File: config.mk
export PLATFORM = sky130hd
export DESIGN_NAME = splpi_core
export DESIGN_NICKNAME = d
export VERILOG_FILES = /design/src/hw/splpi_pkg.sv /design/src/hw/splpi_core.sv
export VERILOG_INCLUDE_DIRS = /design/src /design/src/hw
export SDC_FILE = /design/constraint.sdc
export NUM_CORES = 2
export LEC_CHECK = 0
export BUFFER_PORTS_ARGS = -buffer_cell sky130_fd_sc_hd__buf_2
export CAP_MARGIN = 20
export CORE_MARGIN = 2
export CORE_UTILIZATION = 55
export CTS_CLUSTER_SIZE = 30
export DETAILED_ROUTE_END_ITERATION = 7
export PLACE_DENSITY = 0.76
export SYNTH_ARGS = -nofsm -noshare
export SYNTH_HDL_FRONTEND = slang
export SYNTH_SLANG_ARGS = --single-unit
File: constraint.sdc
create_clock -name mclk -period 28.1 [get_ports mclk]
set_input_delay 2.81 -clock mclk [delete_from_list [all_inputs] [get_ports mclk]]
set_output_delay 2.81 -clock mclk [all_outputs]
set_load 0.05 [all_outputs]
File: src/hw/splpi_cfg.svh
// Constants for the speed loop PI block with current limit selection.
// Summary of operation
// - Low limit source: six choices, default stored.
// - Stored high limit clamps output when selected.
// - Stored low limit clamps output when selected.
// - Network words refresh only under active network.
// - Negate enable, default on, negates low limit.
// - Negate on: both stored limits non-negative.
// - Negate off: stored low limit non-positive.
// - Negate enable change raises alarm code.
// - Negate enable change forces selectors stored.
// - Negate enable change negates stored low limit.
// - Low limit range follows negate enable; default 150.
// - Low limit clamped zero for three feedback cases.
// - Stored high limit zero to maximum, default 150.
// - Output is gain times (s plus lead)/s.
// - Network reset control resets the integrator.
// - Stopped drive holds the integrator in reset.
// - Reset output equals preload; resume from it.
// - Reset and preload usable only under network.
// - Non-network control uses preload of zero.
// - Preload select: 0 zero, 1 value, 2 trim.
// - Reset control forced off without network.
// - Stored limits clamped, no non-zero minimum.
`ifndef SPLPI_CFG_SVH
`define SPLPI_CFG_SVH
`define SPLPI_A_CTRL      4'h0
`define SPLPI_A_HI_LIM    4'h1
`define SPLPI_A_LO_LIM    4'h2
`define SPLPI_A_GAIN      4'h3
`define SPLPI_A_LEAD      4'h4
`define SPLPI_A_PRELOAD   4'h5
`define SPLPI_A_OUT       4'h6
`define SPLPI_A_STATUS    4'h7
`define SPLPI_A_MAXCUR    4'h8
`define SPLPI_LIM_DEFAULT 16'h0096
`define SPLPI_MAX_DEFAULT 16'h00C8
`define SPLPI_GAIN_DEFAULT 16'h01B8
`define SPLPI_LEAD_DEFAULT 16'h012C
`define SPLPI_ALARM_CODE  16'h0052
`define SPLPI_GAIN_FRAC   8
`define SPLPI_LEAD_SHIFT  14
`endif

File: src/hw/splpi_pkg.sv
// Types for the speed loop PI block.
package splpi_pkg;
  typedef enum logic [2:0] {
    SPLPI_SRC_STORED = 3'h0,
    SPLPI_SRC_AIN1   = 3'h1,
    SPLPI_SRC_AIN2   = 3'h2,
    SPLPI_SRC_NET1   = 3'h3,
    SPLPI_SRC_NET2   = 3'h4,
    SPLPI_SRC_NET3   = 3'h5
  } splpi_src_type;
  typedef enum logic [1:0] {
    SPLPI_PRE_ZERO  = 2'h0,
    SPLPI_PRE_VALUE = 2'h1,
    SPLPI_PRE_TRIM  = 2'h2
  } splpi_pre_type;
  typedef enum logic [1:0] {
    SPLPI_ST_HOLD = 2'b01,
    SPLPI_ST_RUN  = 2'b10
  } splpi_state_type;
  typedef struct packed {
    logic signed [15:0] ain1;
    logic signed [15:0] ain2;
    logic signed [15:0] net1;
    logic signed [15:0] net2;
    logic signed [15:0] net3;
  } splpi_src_words_type;
  typedef struct packed {
    logic network_control;
    logic network_active;
    logic drive_stopped;
    logic regenerative;
    logic ac_tach;
    logic pulse_tach;
    logic encoder_two_phase_enable;
  } splpi_drive_type;
endpackage : splpi_pkg

File: src/hw/splpi_core.sv
// Speed loop PI block with selectable current limits and register port.
//
// Decided for this implementation: the strobed register port and the placing of the registers.
`timescale 1ns/100ps
`include "splpi_cfg.svh"
module splpi_core (
  input  wire logic                         mclk,
  input  wire logic                         sys_rst,
  input  wire logic [3:0]                   reg_addr,
  input  wire logic [15:0]                  reg_wdata,
  input  wire logic                         reg_wr,
  input  wire logic                         reg_rd,
  output logic      [15:0]                  reg_rdata,
  input  wire logic                         scan_tick,
  input  wire logic signed [15:0]           speed_error,
  input  wire logic signed [15:0]           manual_trim_ref,
  input  wire splpi_pkg::splpi_src_words_type src_words,
  input  wire splpi_pkg::splpi_drive_type   drive,
  output logic signed [15:0]                current_reference,
  output logic                              limit_alarm
);
  logic [15:0]              ctrl_q;
  logic [15:0]              maxcur_q;
  logic signed [15:0]       hi_lim_q;
  logic signed [15:0]       lo_lim_q;
  logic [15:0]              gain_q;
  logic [15:0]              lead_q;
  logic signed [15:0]       preload_q;
  logic signed [15:0]       net1_q;
  logic signed [15:0]       net2_q;
  logic signed [15:0]       net3_q;
  logic signed [31:0]       integ_q;
  logic                     alarm_q;
  splpi_pkg::splpi_state_type state_q;
  logic signed [15:0]       hi_eff;
  logic signed [15:0]       lo_sel;
  logic signed [15:0]       lo_eff;
  logic signed [15:0]       preload_eff;
  logic                     hold;
  logic                     negate_en;
  logic                     lo_zero;
  logic                     wr_ctrl;
  logic signed [31:0]       prop;
  logic signed [31:0]       integ_next;
  logic signed [31:0]       sum;

  // Control word: [2:0] high source, [5:3] low source, [6] negate enable,
  // [7] integrator reset, [9:8] preload source.
  assign negate_en = ctrl_q[6];
  assign wr_ctrl   = reg_wr && (reg_addr == `SPLPI_A_CTRL);

  // Picks a limit word from one of the six sources.
  function automatic logic signed [15:0] pick(input logic [2:0] s,
                                              input logic signed [15:0] stored);
    case (s)
      splpi_pkg::SPLPI_SRC_STORED: pick = stored;
      splpi_pkg::SPLPI_SRC_AIN1:   pick = src_words.ain1;
      splpi_pkg::SPLPI_SRC_AIN2:   pick = src_words.ain2;
      splpi_pkg::SPLPI_SRC_NET1:   pick = net1_q;
      splpi_pkg::SPLPI_SRC_NET2:   pick = net2_q;
      splpi_pkg::SPLPI_SRC_NET3:   pick = net3_q;
      default:                     pick = stored;
    endcase
  endfunction : pick

  // Clamps a written stored limit into [lo, hi].
  function automatic logic signed [15:0] lim(input logic signed [15:0] v,
                                             input logic signed [15:0] lo,
                                             input logic signed [15:0] hi);
    lim = (v < lo) ? lo : ((v > hi) ? hi : v);
  endfunction : lim

  assign lo_zero = !drive.regenerative || drive.ac_tach ||
                   (drive.pulse_tach && !drive.encoder_two_phase_enable);

  always_ff @(posedge mclk) begin
    if (sys_rst) begin
      ctrl_q <= 16'h0040;
    end else if (wr_ctrl) begin
      if (reg_wdata[6] != ctrl_q[6]) begin
        ctrl_q <= {reg_wdata[15:7], reg_wdata[6], 6'h00};
      end else begin
        ctrl_q <= reg_wdata;
      end
    end
  end

  always_ff @(posedge mclk) begin
    if (sys_rst) begin
      maxcur_q <= `SPLPI_MAX_DEFAULT;
      gain_q   <= `SPLPI_GAIN_DEFAULT;
      lead_q   <= `SPLPI_LEAD_DEFAULT;
    end else if (reg_wr) begin
      if (reg_addr == `SPLPI_A_MAXCUR) maxcur_q <= {1'b0, reg_wdata[14:0]};
      if (reg_addr == `SPLPI_A_GAIN) gain_q <= reg_wdata;
      if (reg_addr == `SPLPI_A_LEAD) lead_q <= reg_wdata;
    end
  end

  // Stored limits: written values are clamped into the legal range for the
  // present negate setting, so no non-zero minimum current can arise.
  always_ff @(posedge mclk) begin
    if (sys_rst) begin
      hi_lim_q <= `SPLPI_LIM_DEFAULT;
      lo_lim_q <= `SPLPI_LIM_DEFAULT;
    end else begin
      if (reg_wr && reg_addr == `SPLPI_A_HI_LIM) begin
        hi_lim_q <= lim(reg_wdata, 16'sh0000, maxcur_q);
      end
      if (wr_ctrl && reg_wdata[6] != ctrl_q[6]) begin
        lo_lim_q <= -lo_lim_q;
      end else if (reg_wr && reg_addr == `SPLPI_A_LO_LIM) begin
        if (lo_zero) lo_lim_q <= 16'sh0000;
        else if (negate_en) lo_lim_q <= lim(reg_wdata, 16'sh0000, maxcur_q);
        else lo_lim_q <= lim(reg_wdata, -maxcur_q, 16'sh0000);
      end
    end
  end

  // Sticky alarm; a new change in the same cycle as a clear keeps it set.
  always_ff @(posedge mclk) begin
    if (sys_rst) begin
      alarm_q <= 1'b0;
    end else if (wr_ctrl && reg_wdata[6] != ctrl_q[6]) begin
      alarm_q <= 1'b1;
    end else if (reg_wr && reg_addr == `SPLPI_A_STATUS && reg_wdata[0]) begin
      alarm_q <= 1'b0;
    end
  end

  always_ff @(posedge mclk) begin
    if (sys_rst) begin
      net1_q <= 16'sh0000;
      net2_q <= 16'sh0000;
      net3_q <= 16'sh0000;
    end else if (drive.network_control && drive.network_active) begin
      net1_q <= src_words.net1;
      net2_q <= src_words.net2;
      net3_q <= src_words.net3;
    end
  end

  always_ff @(posedge mclk) begin
    if (sys_rst) preload_q <= 16'sh0000;
    else if (reg_wr && reg_addr == `SPLPI_A_PRELOAD) preload_q <= reg_wdata;
  end

  always_comb begin
    hi_eff = pick(ctrl_q[2:0], hi_lim_q);
    lo_sel = pick(ctrl_q[5:3], lo_lim_q);
    lo_eff = negate_en ? -lo_sel : lo_sel;
    if (!drive.network_control) begin
      preload_eff = 16'sh0000;
    end else begin
      case (ctrl_q[9:8])
        splpi_pkg::SPLPI_PRE_VALUE: preload_eff = preload_q;
        splpi_pkg::SPLPI_PRE_TRIM:  preload_eff = manual_trim_ref;
        default:                    preload_eff = 16'sh0000;
      endcase
    end
    hold = drive.drive_stopped || (drive.network_control && ctrl_q[7]);
  end

  always_ff @(posedge mclk) begin
    if (sys_rst) state_q <= splpi_pkg::SPLPI_ST_HOLD;
    else if (hold) state_q <= splpi_pkg::SPLPI_ST_HOLD;
    else state_q <= splpi_pkg::SPLPI_ST_RUN;
  end

  // Kp*(e + wld*integral e); integrator in units of output, clamped to the same limits.
  always_comb begin
    prop = (32'(speed_error) * $signed({1'b0, gain_q})) >>> `SPLPI_GAIN_FRAC;
    integ_next = integ_q + ((prop * $signed({1'b0, lead_q})) >>> `SPLPI_LEAD_SHIFT);
    if (integ_next > 32'(hi_eff)) integ_next = 32'(hi_eff);
    if (integ_next < 32'(lo_eff)) integ_next = 32'(lo_eff);
    sum = prop + integ_next;
    if (sum > 32'(hi_eff)) sum = 32'(hi_eff);
    if (sum < 32'(lo_eff)) sum = 32'(lo_eff);
  end

  always_ff @(posedge mclk) begin
    if (sys_rst) begin
      integ_q           <= 32'sh00000000;
      current_reference <= 16'sh0000;
    end else if (state_q == splpi_pkg::SPLPI_ST_HOLD || hold) begin
      integ_q           <= 32'(preload_eff);
      current_reference <= preload_eff;
    end else if (scan_tick) begin
      integ_q           <= integ_next;
      current_reference <= sum[15:0];
    end
  end

  always_ff @(posedge mclk) limit_alarm <= sys_rst ? 1'b0 : alarm_q;

  always_ff @(posedge mclk) begin
    if (sys_rst) begin
      reg_rdata <= 16'h0000;
    end else if (reg_rd) begin
      case (reg_addr)
        `SPLPI_A_CTRL:    reg_rdata <= ctrl_q;
        `SPLPI_A_HI_LIM:  reg_rdata <= hi_lim_q;
        `SPLPI_A_LO_LIM:  reg_rdata <= lo_lim_q;
        `SPLPI_A_GAIN:    reg_rdata <= gain_q;
        `SPLPI_A_LEAD:    reg_rdata <= lead_q;
        `SPLPI_A_PRELOAD: reg_rdata <= preload_q;
        `SPLPI_A_OUT:     reg_rdata <= current_reference;
        `SPLPI_A_STATUS:  reg_rdata <= alarm_q ? `SPLPI_ALARM_CODE : 16'h0000;
        `SPLPI_A_MAXCUR:  reg_rdata <= maxcur_q;
        default:          reg_rdata <= 16'h0000;
      endcase
    end else begin
      reg_rdata <= 16'h0000;
    end
  end
endmodule : splpi_core

==> flow_metrics.tcl <==
set metrics [dict create \
    dieArea_um2 73600 \
    start_kind "input pin" \
    crit_arrival_ps 27330 \
    highest_layer "met5" \
    grt_max_degree 71 \
    clk_latency_ps 560 \
    drv_slew 0 \
    required_ps 28550 \
    cts_buffer_depth 3 \
    htree_levels 1 \
    finalNetCount 6126 \
    reg2reg_to "current_reference[11]$_SDFFE_PP0P_" \
    antenna_found_initial 7 \
    chipHeight_um 271 \
    worst_pin_slew_ps 1060 \
    critPathSlowestCell "fa_1" \
    crit_type "in2reg" \
    r2r_start "gain_q[9]$_SDFFE_PP0P_" \
    post-dp-hpwl_um 101000 \
    timing.hold.ws_ps 456 \
    ys_ff_latch 226 \
    syn_to_final_growth_pct 9.83 \
    crit_buf_inv 21 \
    port_buffers 176 \
    clk_pin_slew_ps 70 \
    relSlewSlack_pct 29.1 \
    min_to "ctrl_q[13]$_SDFFE_PP0P_" \
    fin_crit_sh_pct 95.6 \
    viasPerCell 6.00 \
    endpoint_kind "flip-flop" \
    core-area_um2 71100 \
    cts_sinks 226 \
    critPathMostFrequentCell "fa_1" \
    post-route-util_pct 60.7 \
    ys_seq_area_share_pct 11.5 \
    synthArstFlopShare_pct 0 \
    rows 98 \
    synth_ff_type "dfxtp_1" \
    wl_met3_um 11900 \
    met1_length_um 51300 \
    drive_above_1_share_pct 10.6 \
    grt_pass1_wl_um 203000 \
    cap_violations 0 \
    initial_core_util_pct 55.3 \
    min_period_ps 26880 \
    wl_per_cell_um 21.1 \
    crit_path_max_incr_delay_ps 550 \
    synth_cell_types 85 \
    yosys_warnings 0 \
    cts-root-buf "clkbuf_16" \
    hold_depth 2 \
    initialDrtViolationCount 3514 \
    firstDrtPassIters 8 \
    vias 36200 \
    ios 177 \
    grtUsageTotal_pct 34.8 \
    min_from "ctrl_q[13]$_SDFFE_PP0P_" \
    setup_viol 0 \
    ant_nets 0 \
    die_x_um 271 \
    netlist_area_um2 39300 \
    tritoncts "yes" \
    preCtsSetupSlack_ps -587 \
    hold_class "reg2reg" \
    critPathTopFamily "adder cells" \
    synth_cells 4937 \
    finalHoldViolCount 0 \
    syn_area_per_cell_um2 7.96 \
    holdBufCountCts 0 \
    first_global_vias 36700 \
    violations "design-rule violations" \
    place.gp.congestion 1.01 \
    cts_buffers 23 \
    synthesis.nets 5992 \
    finalSetupTns_ps 0 \
    status "finished with violations" \
    route.met2.wl_um 56600 \
    rr_worst_depth 112 \
    fin_worst_skew_ps 12.9 \
    finalWirelength_um 127000 \
    final.setup.worst_slack_ps 1220 \
    drc 4 \
    reg2reg_slack_ps 2670 \
    max_freq_mhz 37.2 \
    overflow 0 \
    synth_edf_count 0 \
    worstPathMaxFanout 14 \
]
[metal layers]
layer / track usage (%) / up-vias
li1: - / 16500
met1: 45.9 / 17500
met2: 56.4 / 1842
met3: 5.02 / 415
met4: 16.8 / 6
met5: 0 / -
[cell type report]
class	count	area, um^2
clock buffer	30	632
inverter	722	2710
sequential	226	4520
fill	6380	27900
timing repair buffer	367	2460
antenna	3	7.51
tap	950	1190
multi-input combinational	3731	31500
clock inverter	10	171
[flip-flops by register name, indices dropped and copies added (netlist names)]
| register | count |
|---|---|
| state_q | 2 |
| gain_q | 16 |
| hi_lim_q | 15 |
| integ_q | 32 |
| net3_q | 16 |
| net2_q | 16 |
| alarm_q | 1 |
| ctrl_q | 16 |
| current_reference | 16 |
| reg_rdata | 16 |
| lo_lim_q | 16 |
| maxcur_q | 15 |
| net1_q | 16 |
| preload_q | 16 |
| limit_alarm | 1 |
| lead_q | 16 |
[repair_timing]
action / 4_1_cts / 5_1_grt
resized for setup: 1 / 89
pin swaps: 0 / 20
setup endpoints to repair: 5 / 16
setup buffers: 0 / 10
[how the worst max path moves through the flow]
stage / start / endpoint / slack (ps) / cells after the start
after floorplan: speed_error[4] / current_reference[11]$_SDFFE_PP0P_ / 20 / 125
after global placement: speed_error[4] / current_reference[11]$_SDFFE_PP0P_ / -8 / 116
after detailed placement: speed_error[4] / current_reference[11]$_SDFFE_PP0P_ / -590 / 116
after CTS: speed_error[4] / current_reference[11]$_SDFFE_PP0P_ / 120 / 116
after global routing: speed_error[4] / current_reference[11]$_SDFFE_PP0P_ / -90 / 121
final: speed_error[4] / current_reference[11]$_SDFFE_PP0P_ / 1220 / 114
[logic make-up after synthesis]
kind of cell             after synthesis  synth area share [%]
multiplexers                          66                  1.76
XOR/XNOR                             141                  3.30
adder cells (fa/ha/maj)              911                  38.4
AO/OA/AOI/OAI                        992                  16.3
flip-flops                           226                  11.5
buffers and inverters                980                  9.45
AND/OR/NAND/NOR                     1621                  19.3
[cell usage in the layout, fill, tap and decap left out, types with 26 or more instances in the layout]
master,n
nor2_1,231
and2_1,303
a21o_1,87
xnor2_1,94
a21oi_1,340
nor3_1,46
buf_4,176
inv_1,719
a221oi_1,29
a211oi_1,26
fa_1,492
ha_1,410
mux2i_1,35
nand4_1,50
a222oi_1,27
xor2_1,39
o21ai_0,150
a31oi_1,31
nand2_1,761
buf_2,171
nand3_1,49
dfxtp_1,226
nor2b_1,36
o21a_1,39
nand2b_1,40
[metrics by stage]
step | std cells | area (um^2)
detailed placement | 5984 | 41900
global placement | 5984 | 41900
finish | 6039 | 43200
CTS | 6024 | 42700
floorplan | 4937 | 39300
global route | 6037 | 43200
[Yosys cell counts (all sizes together), types with 21 or more instances]
cell	count	area share, %
clkbuf	214	2.1
inv	720	6.9
nor3	50	0.64
ha	419	13
fa	492	25
a211oi	28	0.57
nand2	761	7.3
nand2b	41	0.65
nand4	50	0.80
and2	305	4.9
mux2	26	0.74
a31oi	32	0.51
a221oi	30	0.67
nand3	50	0.64
nor2	235	2.2
dfxtp	226	12
xor2	40	0.89
xnor2	97	2.2
nor2b	36	0.57
o21ai	167	2.1
a21o	87	1.7
o21a	40	0.76
mux2i	40	1.0
o211ai	21	0.40
a21oi	358	4.6
buf	44	0.50
o22ai	26	0.41
a222oi	27	0.69
[worst min-delay path, stage by stage, from the launching register on]
cell and delay (ps):
dfxtp_1 310, nand2_1 50, a21oi_1 50
Power is left out: the tool's default activity adds up to more than one toggle a clock period on the data nets, which glitch-free logic cannot reach.
